<file path="config.mk">
export PLATFORM = sky130hd
export DESIGN_NAME = uaf_filter
export DESIGN_NICKNAME = d
export VERILOG_FILES = /design/src/rtl/uaf_pkg.sv /design/src/rtl/uaf_mask_cmp.sv /design/src/rtl/uaf_sticky.sv /design/src/rtl/uaf_filter.sv
export SDC_FILE = /design/constraint.sdc
export NUM_CORES = 1
export LEC_CHECK = 0
export ABC_AREA = 1
export BUFFER_PORTS_ARGS = -buffer_cell sky130_fd_sc_hd__buf_2
export CAP_MARGIN = 20
export CORE_MARGIN = 8
export CORE_UTILIZATION = 40
export CTS_CLUSTER_DIAMETER = 50
export DETAILED_ROUTE_END_ITERATION = 8
export GPL_TIMING_DRIVEN = 0
export PLACE_DENSITY_LB_ADDON = 0.12
export SYNTH_ARGS = -nofsm -noshare
export SYNTH_HDL_FRONTEND = slang
export SYNTH_HIERARCHICAL = 1
export SYNTH_SLANG_ARGS = --single-unit
</file>
<file path="constraint.sdc">
create_clock -name CORE_CLK -period 4.6 [get_ports CORE_CLK]
set_clock_uncertainty 0.15 [all_clocks]
set_input_delay 0.46 -clock CORE_CLK [delete_from_list [all_inputs] [get_ports CORE_CLK]]
set_output_delay 0.46 -clock CORE_CLK [all_outputs]
set_load 0.005 [all_outputs]
</file>
<file path="src/rtl/uaf_pkg.sv">
/*
  Package of the serial address filter: register map, field positions,
  reset values, bus states and the carrier types shared by the design.
  Assumes a 32-bit AHB-Lite register bus with word-aligned registers.
*/
`default_nettype none

package uaf_pkg;

  // Register indices; byte address is four times the index
  localparam logic [9:0] UAF_IDX_SERIAL_CONTROL = 10'h098;
  localparam logic [9:0] UAF_IDX_OWN_ADDRESS = 10'h0a9;
  localparam logic [9:0] UAF_IDX_ADDRESS_MASK = 10'h0b9;
  localparam logic [9:0] UAF_IDX_FILTER_CTRL = 10'h0c0;
  localparam logic [9:0] UAF_IDX_INT_STATUS = 10'h0c1;
  localparam logic [9:0] UAF_IDX_INT_ENABLE = 10'h0c2;
  localparam logic [9:0] UAF_IDX_INT_CLEAR = 10'h0c3;

  localparam int UAF_ADDR_W = 12;
  localparam logic [11:0] UAF_ADDR_SERIAL_CONTROL = {UAF_IDX_SERIAL_CONTROL, 2'b00};
  localparam logic [11:0] UAF_ADDR_OWN_ADDRESS = {UAF_IDX_OWN_ADDRESS, 2'b00};
  localparam logic [11:0] UAF_ADDR_ADDRESS_MASK = {UAF_IDX_ADDRESS_MASK, 2'b00};
  localparam logic [11:0] UAF_ADDR_FILTER_CTRL = {UAF_IDX_FILTER_CTRL, 2'b00};
  localparam logic [11:0] UAF_ADDR_INT_STATUS = {UAF_IDX_INT_STATUS, 2'b00};
  localparam logic [11:0] UAF_ADDR_INT_ENABLE = {UAF_IDX_INT_ENABLE, 2'b00};
  localparam logic [11:0] UAF_ADDR_INT_CLEAR = {UAF_IDX_INT_CLEAR, 2'b00};

  // Serial control fields
  localparam int UAF_SC_BIT7_SHARED = 7;
  localparam int UAF_SC_MODE_BIT1 = 6;
  localparam int UAF_SC_MULTIPROC_ENABLE = 5;
  localparam int UAF_SC_REN = 4;
  localparam int UAF_SC_TB8 = 3;
  localparam int UAF_SC_RB8 = 2;
  localparam int UAF_SC_TI = 1;
  localparam int UAF_SC_RX_DONE = 0;

  // Filter control fields
  localparam int UAF_FC_BIT7_SELECT = 0;
  localparam int UAF_FC_RX_BAUD_SOURCE = 1;
  localparam int UAF_FC_TX_BAUD_SOURCE = 2;
  localparam int UAF_FC_W = 3;

  // Interrupt status, enable and clear fields
  localparam int UAF_INT_RX_DONE = 0;
  localparam int UAF_INT_FRAMING = 1;
  localparam int UAF_INT_W = 2;

  // Reset values
  localparam logic [7:0] UAF_SERIAL_CONTROL_RST = 8'h00;
  localparam logic [7:0] UAF_OWN_ADDRESS_RST = 8'h00;
  localparam logic [7:0] UAF_ADDRESS_MASK_RST = 8'h00;
  localparam logic [2:0] UAF_FILTER_CTRL_RST = 3'h0;
  localparam logic [1:0] UAF_INT_ENABLE_RST = 2'h0;

  // Bus slave states, Gray along idle, wait, done
  typedef enum logic [1:0] {
    UAF_BUS_IDLE = 2'b00,
    UAF_BUS_WAIT = 2'b01,
    UAF_BUS_DONE = 2'b11
  } uaf_bus_state_type;

  // One received frame from the receive shifter
  typedef struct packed {
    logic valid;
    logic [7:0] data;
    logic bit9;
    logic stop_ok;
  } uaf_rx_frame_type;

  // Baud sources from the timers
  typedef struct packed {
    logic timer1_ovf;
    logic timer2_ovf;
  } uaf_baud_src_type;

endpackage

`default_nettype wire

</file>
<file path="src/rtl/uaf_mask_cmp.sv">
/*
  Masked byte comparator: hit when every cared-for bit of the value
  equals the reference. Pure combinational, no clock.
*/
`timescale 1ns/1ns
`default_nettype none

module uaf_mask_cmp #(
  parameter int WIDTH = 8
) (
  input wire logic [WIDTH-1:0] value,
  input wire logic [WIDTH-1:0] ref_value,
  input wire logic [WIDTH-1:0] care,
  output logic hit
);

  // A zero care bit matches anything
  assign hit = ~|((value ^ ref_value) & care);

endmodule // uaf_mask_cmp

`default_nettype wire

</file>
<file path="src/rtl/uaf_sticky.sv">
/*
  Bank of sticky flags: a set pulse raises a flag, a clear pulse drops it.
  Asynchronous active-low reset, one clock.
*/
`timescale 1ns/1ns
`default_nettype none

module uaf_sticky #(
  parameter int WIDTH = 2
) (
  input wire logic clk,
  input wire logic rst_n,
  input wire logic [WIDTH-1:0] set,
  input wire logic [WIDTH-1:0] clr,
  output logic [WIDTH-1:0] flag
);

  logic [WIDTH-1:0] flag_reg;
  logic [WIDTH-1:0] flag_next;

  // Set wins, so an event in the clearing cycle is kept
  assign flag_next = (flag_reg & ~clr) | set;
  assign flag = flag_reg;

  always_ff @(posedge clk or negedge rst_n) begin
    if (!rst_n) begin
      flag_reg <= '0;
    end else begin
      flag_reg <= flag_next;
    end
  end

endmodule // uaf_sticky

`default_nettype wire

</file>
<file path="src/rtl/uaf_filter.sv">
/*
  Serial port receive address filter with framing-error flag and baud
  source selection, reached over AHB-Lite. Assumes a receive shifter that
  presents each finished frame for one cycle, and timers that give
  one-cycle overflow pulses, all synchronous to CORE_CLK.
*/
// Decided for this implementation: the AHB-Lite interface to the registers.
`timescale 1ns/1ns
`default_nettype none

module uaf_filter (
  input wire logic CORE_CLK,
  input wire logic RSTN,
  input wire logic HSEL,
  input wire logic [31:0] HADDR,
  input wire logic [1:0] HTRANS,
  input wire logic HWRITE,
  input wire logic [2:0] HSIZE,
  input wire logic [31:0] HWDATA,
  input wire logic HREADY,
  output logic [31:0] HRDATA,
  output logic HREADYOUT,
  output logic HRESP,
  input wire uaf_pkg::uaf_rx_frame_type RX_FRAME,
  input wire uaf_pkg::uaf_baud_src_type BAUD_SRC,
  output logic TX_BAUD_TICK,
  output logic RX_BAUD_TICK,
  output logic [1:0] SERIAL_MODE,
  output logic RECEIVE_ENABLE,
  output logic IRQ
);

  // Bus slave state
  uaf_pkg::uaf_bus_state_type state_reg;
  uaf_pkg::uaf_bus_state_type state_next;
  logic [11:0] addr_reg;
  logic write_reg;
  logic [31:0] hrdata_reg;
  logic hreadyout_reg;

  // Registers
  logic serial_mode_bit0_reg;
  logic framing_error_reg;
  logic [6:0] serial_low_reg;
  logic [7:0] own_address_reg;
  logic [7:0] address_mask_reg;
  logic [2:0] filter_ctrl_reg;
  logic [1:0] int_enable_reg;

  // Output flops
  logic tx_baud_reg;
  logic rx_baud_reg;
  logic irq_reg;

  // Bus decode
  logic take;
  logic access;
  logic do_write;
  logic wr_serial_control;
  logic wr_own_address;
  logic wr_address_mask;
  logic wr_filter_ctrl;
  logic wr_int_enable;
  logic wr_int_clear;
  logic sel_serial_control;
  logic sel_own_address;
  logic sel_address_mask;
  logic sel_filter_ctrl;
  logic sel_int_status;
  logic sel_int_enable;
  logic [7:0] wdata;
  logic [7:0] serial_control_view;
  logic [7:0] rd_byte;

  // Receive filter
  logic multiproc_enable;
  logic recv_enable;
  logic mode0;
  logic mode1;
  logic mode_13;
  logic bit7_select;
  logic filter_on;
  logic given_hit;
  logic broadcast_hit;
  logic addr_hit;
  logic [7:0] broadcast_address;
  logic frame_in;
  logic accept;
  logic rx_done_evt;
  logic framing_evt;
  logic marker_bit;

  // Next values
  logic serial_mode_bit0_next;
  logic framing_error_next;
  logic [6:0] serial_low_next;
  logic [6:0] serial_low_sw;
  logic [1:0] int_status;
  logic [1:0] int_set;
  logic [1:0] int_clr;

  // Bus decode: one wait state per transfer so reads never see stale data
  assign take = HSEL & HTRANS[1] & HREADY;
  assign access = (state_reg == uaf_pkg::UAF_BUS_WAIT);
  assign do_write = access & write_reg;
  assign wdata = HWDATA[7:0];
  assign sel_serial_control = (addr_reg == uaf_pkg::UAF_ADDR_SERIAL_CONTROL);
  assign sel_own_address = (addr_reg == uaf_pkg::UAF_ADDR_OWN_ADDRESS);
  assign sel_address_mask = (addr_reg == uaf_pkg::UAF_ADDR_ADDRESS_MASK);
  assign sel_filter_ctrl = (addr_reg == uaf_pkg::UAF_ADDR_FILTER_CTRL);
  assign sel_int_status = (addr_reg == uaf_pkg::UAF_ADDR_INT_STATUS);
  assign sel_int_enable = (addr_reg == uaf_pkg::UAF_ADDR_INT_ENABLE);
  assign wr_serial_control = do_write & sel_serial_control;
  assign wr_own_address = do_write & sel_own_address;
  assign wr_address_mask = do_write & sel_address_mask;
  assign wr_filter_ctrl = do_write & sel_filter_ctrl;
  assign wr_int_enable = do_write & sel_int_enable;
  assign wr_int_clear = do_write & (addr_reg == uaf_pkg::UAF_ADDR_INT_CLEAR);

  always_comb begin
    state_next = state_reg;
    case (state_reg)
      uaf_pkg::UAF_BUS_IDLE: begin
        if (take) begin
          state_next = uaf_pkg::UAF_BUS_WAIT;
        end
      end
      uaf_pkg::UAF_BUS_WAIT: begin
        state_next = uaf_pkg::UAF_BUS_DONE;
      end
      uaf_pkg::UAF_BUS_DONE: begin
        state_next = take ? uaf_pkg::UAF_BUS_WAIT : uaf_pkg::UAF_BUS_IDLE;
      end
      default: begin
        state_next = uaf_pkg::UAF_BUS_IDLE;
      end
    endcase
  end

  // Bit 7 shows the error flag or mode bit 0, by the select
  assign bit7_select = filter_ctrl_reg[uaf_pkg::UAF_FC_BIT7_SELECT];
  assign serial_control_view = {bit7_select ? framing_error_reg : serial_mode_bit0_reg,
                                serial_low_reg};

  // Unmapped and write-only addresses read as zero
  assign rd_byte = sel_serial_control ? serial_control_view :
                   sel_own_address ? own_address_reg :
                   sel_address_mask ? address_mask_reg :
                   sel_filter_ctrl ? {5'h00, filter_ctrl_reg} :
                   sel_int_status ? {6'h00, int_status} :
                   sel_int_enable ? {6'h00, int_enable_reg} : 8'h00;

  // Mode decode
  assign multiproc_enable = serial_low_reg[uaf_pkg::UAF_SC_MULTIPROC_ENABLE];
  assign recv_enable = serial_low_reg[uaf_pkg::UAF_SC_REN];
  assign mode0 = ~serial_mode_bit0_reg & ~serial_low_reg[uaf_pkg::UAF_SC_MODE_BIT1];
  assign mode1 = ~serial_mode_bit0_reg & serial_low_reg[uaf_pkg::UAF_SC_MODE_BIT1];
  assign mode_13 = serial_low_reg[uaf_pkg::UAF_SC_MODE_BIT1];

  // Shift-register mode never filters
  assign filter_on = multiproc_enable & ~mode0;

  // Broadcast: own address or mask, zeros are don't-care
  assign broadcast_address = own_address_reg | address_mask_reg;

  uaf_mask_cmp #(
    .WIDTH(8)
  ) u_given_cmp (
    .value(RX_FRAME.data),
    .ref_value(own_address_reg),
    .care(address_mask_reg),
    .hit(given_hit)
  );

  uaf_mask_cmp #(
    .WIDTH(8)
  ) u_broadcast_cmp (
    .value(RX_FRAME.data),
    .ref_value(broadcast_address),
    .care(broadcast_address),
    .hit(broadcast_hit)
  );

  assign addr_hit = given_hit | broadcast_hit;

  // Mode 1 takes the stop bit as marker; nine-bit modes the ninth bit
  assign marker_bit = mode1 ? RX_FRAME.stop_ok : RX_FRAME.bit9;
  assign frame_in = RX_FRAME.valid & recv_enable;
  assign accept = ~filter_on ? 1'b1 :
                  mode1 ? (addr_hit & RX_FRAME.stop_ok) :
                  (RX_FRAME.bit9 & addr_hit);
  assign rx_done_evt = frame_in & accept;
  assign framing_evt = frame_in & ~mode0 & ~RX_FRAME.stop_ok;

  // Software write first, hardware events override
  assign serial_low_sw = wr_serial_control ? wdata[6:0] : serial_low_reg;

  always_comb begin
    serial_low_next = serial_low_sw;
    if (rx_done_evt) begin
      serial_low_next[uaf_pkg::UAF_SC_RX_DONE] = 1'b1;
      if (!mode0) begin
        serial_low_next[uaf_pkg::UAF_SC_RB8] = marker_bit;
      end
    end
  end

  assign serial_mode_bit0_next = (wr_serial_control & ~bit7_select) ? wdata[7] :
                                 serial_mode_bit0_reg;

  // Valid stop bits never clear the flag; only software does
  assign framing_error_next = framing_evt |
                              ((wr_serial_control & bit7_select) ? wdata[7] :
                               framing_error_reg);

  // Interrupt status: set by events, cleared by writing ones
  assign int_set = {framing_evt, rx_done_evt};
  assign int_clr = wr_int_clear ? wdata[1:0] : 2'b00;

  uaf_sticky #(
    .WIDTH(uaf_pkg::UAF_INT_W)
  ) u_int_status (
    .clk(CORE_CLK),
    .rst_n(RSTN),
    .set(int_set),
    .clr(int_clr),
    .flag(int_status)
  );

  always_ff @(posedge CORE_CLK or negedge RSTN) begin
    if (!RSTN) begin
      state_reg <= uaf_pkg::UAF_BUS_IDLE;
      addr_reg <= 12'h000;
      write_reg <= 1'b0;
      hreadyout_reg <= 1'b1;
    end else begin
      state_reg <= state_next;
      hreadyout_reg <= (state_next != uaf_pkg::UAF_BUS_WAIT);
      if (take) begin
        addr_reg <= HADDR[11:0];
        write_reg <= HWRITE;
      end
    end
  end

  always_ff @(posedge CORE_CLK or negedge RSTN) begin
    if (!RSTN) begin
      hrdata_reg <= 32'h0000_0000;
    end else if (access) begin
      hrdata_reg <= {24'h00_0000, rd_byte};
    end
  end

  always_ff @(posedge CORE_CLK or negedge RSTN) begin
    if (!RSTN) begin
      serial_mode_bit0_reg <= uaf_pkg::UAF_SERIAL_CONTROL_RST[7];
      framing_error_reg <= 1'b0;
      serial_low_reg <= uaf_pkg::UAF_SERIAL_CONTROL_RST[6:0];
    end else begin
      serial_mode_bit0_reg <= serial_mode_bit0_next;
      framing_error_reg <= framing_error_next;
      serial_low_reg <= serial_low_next;
    end
  end

  always_ff @(posedge CORE_CLK or negedge RSTN) begin
    if (!RSTN) begin
      own_address_reg <= uaf_pkg::UAF_OWN_ADDRESS_RST;
      address_mask_reg <= uaf_pkg::UAF_ADDRESS_MASK_RST;
    end else begin
      if (wr_own_address) begin
        own_address_reg <= wdata;
      end
      if (wr_address_mask) begin
        address_mask_reg <= wdata;
      end
    end
  end

  always_ff @(posedge CORE_CLK or negedge RSTN) begin
    if (!RSTN) begin
      filter_ctrl_reg <= uaf_pkg::UAF_FILTER_CTRL_RST;
      int_enable_reg <= uaf_pkg::UAF_INT_ENABLE_RST;
    end else begin
      if (wr_filter_ctrl) begin
        filter_ctrl_reg <= wdata[2:0];
      end
      if (wr_int_enable) begin
        int_enable_reg <= wdata[1:0];
      end
    end
  end

  // Baud ticks pass one cycle late; zero outside modes 1 and 3
  always_ff @(posedge CORE_CLK or negedge RSTN) begin
    if (!RSTN) begin
      tx_baud_reg <= 1'b0;
      rx_baud_reg <= 1'b0;
      irq_reg <= 1'b0;
    end else begin
      tx_baud_reg <= mode_13 & (filter_ctrl_reg[uaf_pkg::UAF_FC_TX_BAUD_SOURCE] ?
                     BAUD_SRC.timer2_ovf : BAUD_SRC.timer1_ovf);
      rx_baud_reg <= mode_13 & (filter_ctrl_reg[uaf_pkg::UAF_FC_RX_BAUD_SOURCE] ?
                     BAUD_SRC.timer2_ovf : BAUD_SRC.timer1_ovf);
      irq_reg <= |(int_status & int_enable_reg);
    end
  end

  assign HRDATA = hrdata_reg;
  assign HREADYOUT = hreadyout_reg;
  // Every transfer answers OKAY
  assign HRESP = 1'b0;
  assign TX_BAUD_TICK = tx_baud_reg;
  assign RX_BAUD_TICK = rx_baud_reg;
  assign SERIAL_MODE = {serial_mode_bit0_reg, serial_low_reg[uaf_pkg::UAF_SC_MODE_BIT1]};
  assign RECEIVE_ENABLE = serial_low_reg[uaf_pkg::UAF_SC_REN];
  assign IRQ = irq_reg;

endmodule // uaf_filter

`default_nettype wire

</file>
==> flow_metrics.py <==
metrics = {
    "die": {
        "die_width_um": 107.8,
        "core_mm2": 0.008175,
        "die_h_um": 107.8,
        "initial_core_util_pct": 41.20,
        "dieArea_mm2": 0.01161,
        "ios": 127,
        "core.rowCount": 33,
    },
    "grt": {
        "overflow": 0,
        "grt_pass1_vias": 2882,
        "grt_util_all_layers_pct": 14.60,
        "grt_max_degree": 38,
        "antenna_found_initial": 0,
        "grt_pass1_wl_mm": 13.53,
    },
    "cells_and_area": {
        "n_antenna_cell": 0,
        "syn_to_final_growth_pct": 20.65,
        "largest_reg_flops": 12,
        "final_util_pct": 49.71,
        "drive_gt1_share_pct": 28.11,
        "fillers": 830,
        "nets": 613,
        "fin_cells": 635,
    },
    "place": {
        "dp_cells": 619,
        "hpwl_mm": 6.226,
        "gp_congestion": 0.8691,
        "portBuffers": 53,
    },
    "worst_setup_path": {
        "worst-setup-path-type": "flip-flop to flip-flop",
        "arrival_ps": 2040,
        "critPathMaxFanout": 5,
        "worstPathRequired_ps": 4670,
        "reg2reg_from": "own_address_reg[7]$_DFFE_PN0P_",
        "cp_common_cell": "nand2_1",
        "end_kind": "flip-flop",
        "worstPathCellList": "or2_2, nand2_1, nand2_1, nor2_1, nor2_2, nand2_1, nor2_1, o21ai_0, nand3_1, nand3_1, inv_1, inv_1, nand2_1",
        "cp-start-kind": "flip-flop",
        "crit_start": "own_address_reg[7]$_DFFE_PN0P_",
        "path_delay_family": "simple AND/OR/NAND/NOR gates",
        "cp_num_buf_inv": 2,
        "slowest_delay_ps": 430,
        "crit_slowest_cell": "dfrtp_1",
    },
    "synth": {
        "syn_inst": 436,
        "ys_ff_latch": 59,
        "synth_commonest_cells": "nand2_1 (134), dfrtp_1 (58), nor2_1 (55), inv_1 (38), nand3_1 (28)",
        "async_flop_share_pct": 100.0,
        "yosys_warnings": 6,
        "yosysSeqAreaShare_pct": 43.87,
        "synth.most_common_cell": "nand2_1",
        "synth_area_leaders": "dfrtp_1 (43%), nand2_1 (15%), nor2_1 (6.1%), buf_4 (6.0%), inv_1 (4.2%)",
        "synth.distinct_cells": 33,
        "synth_top_cell_area_share_pct": 43.09,
        "syn_avg_cell_area_um2": 7.725,
        "synth_ff_type": "dfrtp_1",
        "yosys.area.top_type": "dfrtp_1",
        "synth-edff-count": 0,
        "synth_area_mm2": 0.003368,
    },
    "route": {
        "routed_wire_length_per_instance_um": 12.66,
        "vias": 2843,
        "drtIter0Drc": 154,
        "finalWirelength_mm": 8.041,
        "dr.pass1.iters": 4,
        "vias_per_cell": 4.477,
        "postRouteAntennaNets": 0,
        "drcViolationCount": 0,
    },
    "power_and_ir_drop": {
        "max-vdd-ir-drop_v": 0.0001700,
        "p_leak_uw": 0.002278,
        "p_sw_uw": 340.6,
        "switching_share_pct": 28.37,
        "clock_power_share_pct": 35.9,
        "powerDensity_mw_per_mm2": 295.4,
        "comb_power_share_pct": 15.8,
        "intPower_uw": 860.1,
        "p_seq_share_pct": 48.3,
    },
    "sta": {
        "slew_headroom_pct": 63.91,
        "max_freq_mhz": 508.7,
        "tightestPinTransition_ps": 541.3,
        "holdWs_ps": 212.5,
        "hold_viol": 0,
        "grt_setup_unrepaired": "false",
        "period_share_pct": 42.74,
        "maxSlewViolCount": 0,
        "post-route-min-period_ps": 1966,
        "setup_violations": 0,
        "fin_setup_tns_ps": 0,
    },
    "clock_network": {
        "clock_sinks": 59,
        "path_clk_slew_ps": 60,
        "root_buffer": "clkbuf_8",
        "clock_path_buffers": 2,
        "ctsResizeCount": 0,
        "cts_buffers": 9,
        "cts_tree": "built",
        "h-tree-depth": 3,
        "clk_latency_ps": 330,
    },
    "flow_run": {
        "maxCapViolCount": 0,
    },
    "hold_path": {
        "min_path_type": "primary input to flip-flop",
        "hold_start": "HADDR[11]",
    },
    "outcome": {
        "status": "completed",
    },
}
## cell families (layout without fill, tap and decap cells)
logic type,after synthesis,count (layout),share of synthesized area [%]
buffers and inverters,74,144,11.92
other,1,25,0.1113
AO/OA/AOI/OAI,46,46,8.730
flip-flops,59,59,43.87
AND/OR/NAND/NOR,250,250,33.36
multiplexers,6,6,2.006
## worst paths after layout
kind                                             endpoint  slack (ps)  depth (start not counted)
min                              addr_reg[11]$_DFFE_PN0P_         210                          2
min in group asynchronous  filter_ctrl_reg[0]$_DFFE_PN0P_         500                          2
max in group asynchronous             HREADYOUT$_DFF_PN1_        3160                          3
max reg2reg                u_int_status/flag[0]$_DFF_PN0_        2630                         13
min reg2reg                         HRDATA[2]$_DFFE_PN0N_         320                          2
max                        u_int_status/flag[0]$_DFF_PN0_        2630                         13
## cells in the final DEF (no fill, tap or decap), types with 4 or more instances in the layout
cell / netlist / routed
nand2_1: 134 / 134
dfrtp_1: 58 / 58
nor2_1: 55 / 55
buf_2: 0 / 53
inv_1: 38 / 38
nand3_1: 28 / 28
buf_4: 27 / 27
conb_1: 1 / 25
o21ai_2: 13 / 13
clkbuf_8: 0 / 12
a21oi_1: 10 / 10
o21ai_0: 10 / 10
or2_2: 9 / 9
o21ai_1: 7 / 7
mux2_2: 6 / 6
nor2_2: 4 / 4
nor2_4: 4 / 4
nand2_2: 4 / 4
## worst register-to-register path, delay by kind of cell, from the launching register on
family	cells	cell delay, ps
buffers and inverters	2	100
AOI/OAI and AO/OA	1	210
DFF	1	430
and+or+nand+nor	10	990
## per-layer routing
layer	GRT usage [%]	up-vias	routed length (µm)
li1	-	1513	-
met1	18.68	1261	3767
met2	22.54	65	3673
met3	4.731	4	552
met4	5.055	0	48
met5	0	-	0
## metrics by stage
stage | total power (µW) | cell area, µm² | setup slack [ps]
after floorplan | 716.5 | 3458 | 2855
after global placement | 774.0 | 3855 | 2686
after detailed placement | 781.7 | 3875 | 2665
after CTS | 1222 | 4064 | 2647
after global routing | 1274 | 4064 | 2456
final | 1201 | 4064 | 2634
## power groups by stage
stage	Sequential, µW	Combinational (µW)	Clock, µW
global route	584	218	472
global placement	588	186	0
CTS	580	193	449
floorplan	585	132	0
detailed placement	590	192	0
finish	580	190	430
## area by class of cell
type,instances,area [µm²],area share (%)
plain buffers,33,247.7,6.096
clock buffers,13,168.9,4.156
clock inverters,2,10.01,0.2463
inverters,41,153.9,3.787
multi-input cells,327,1579,38.85
flip-flops and latches,59,1478,36.36
well taps,105,131.4,3.233
repair buffers,55,295.3,7.266
## timing repair
action | 4_1_cts | 5_1_grt
hold buffers | 1 | 0
buffers inserted | 0 | 0
endpoints found under the setup margin | 0 | 0
endpoints found under the hold margin | 22 | 0
Note: power is estimated with default switching activity, not from simulation.
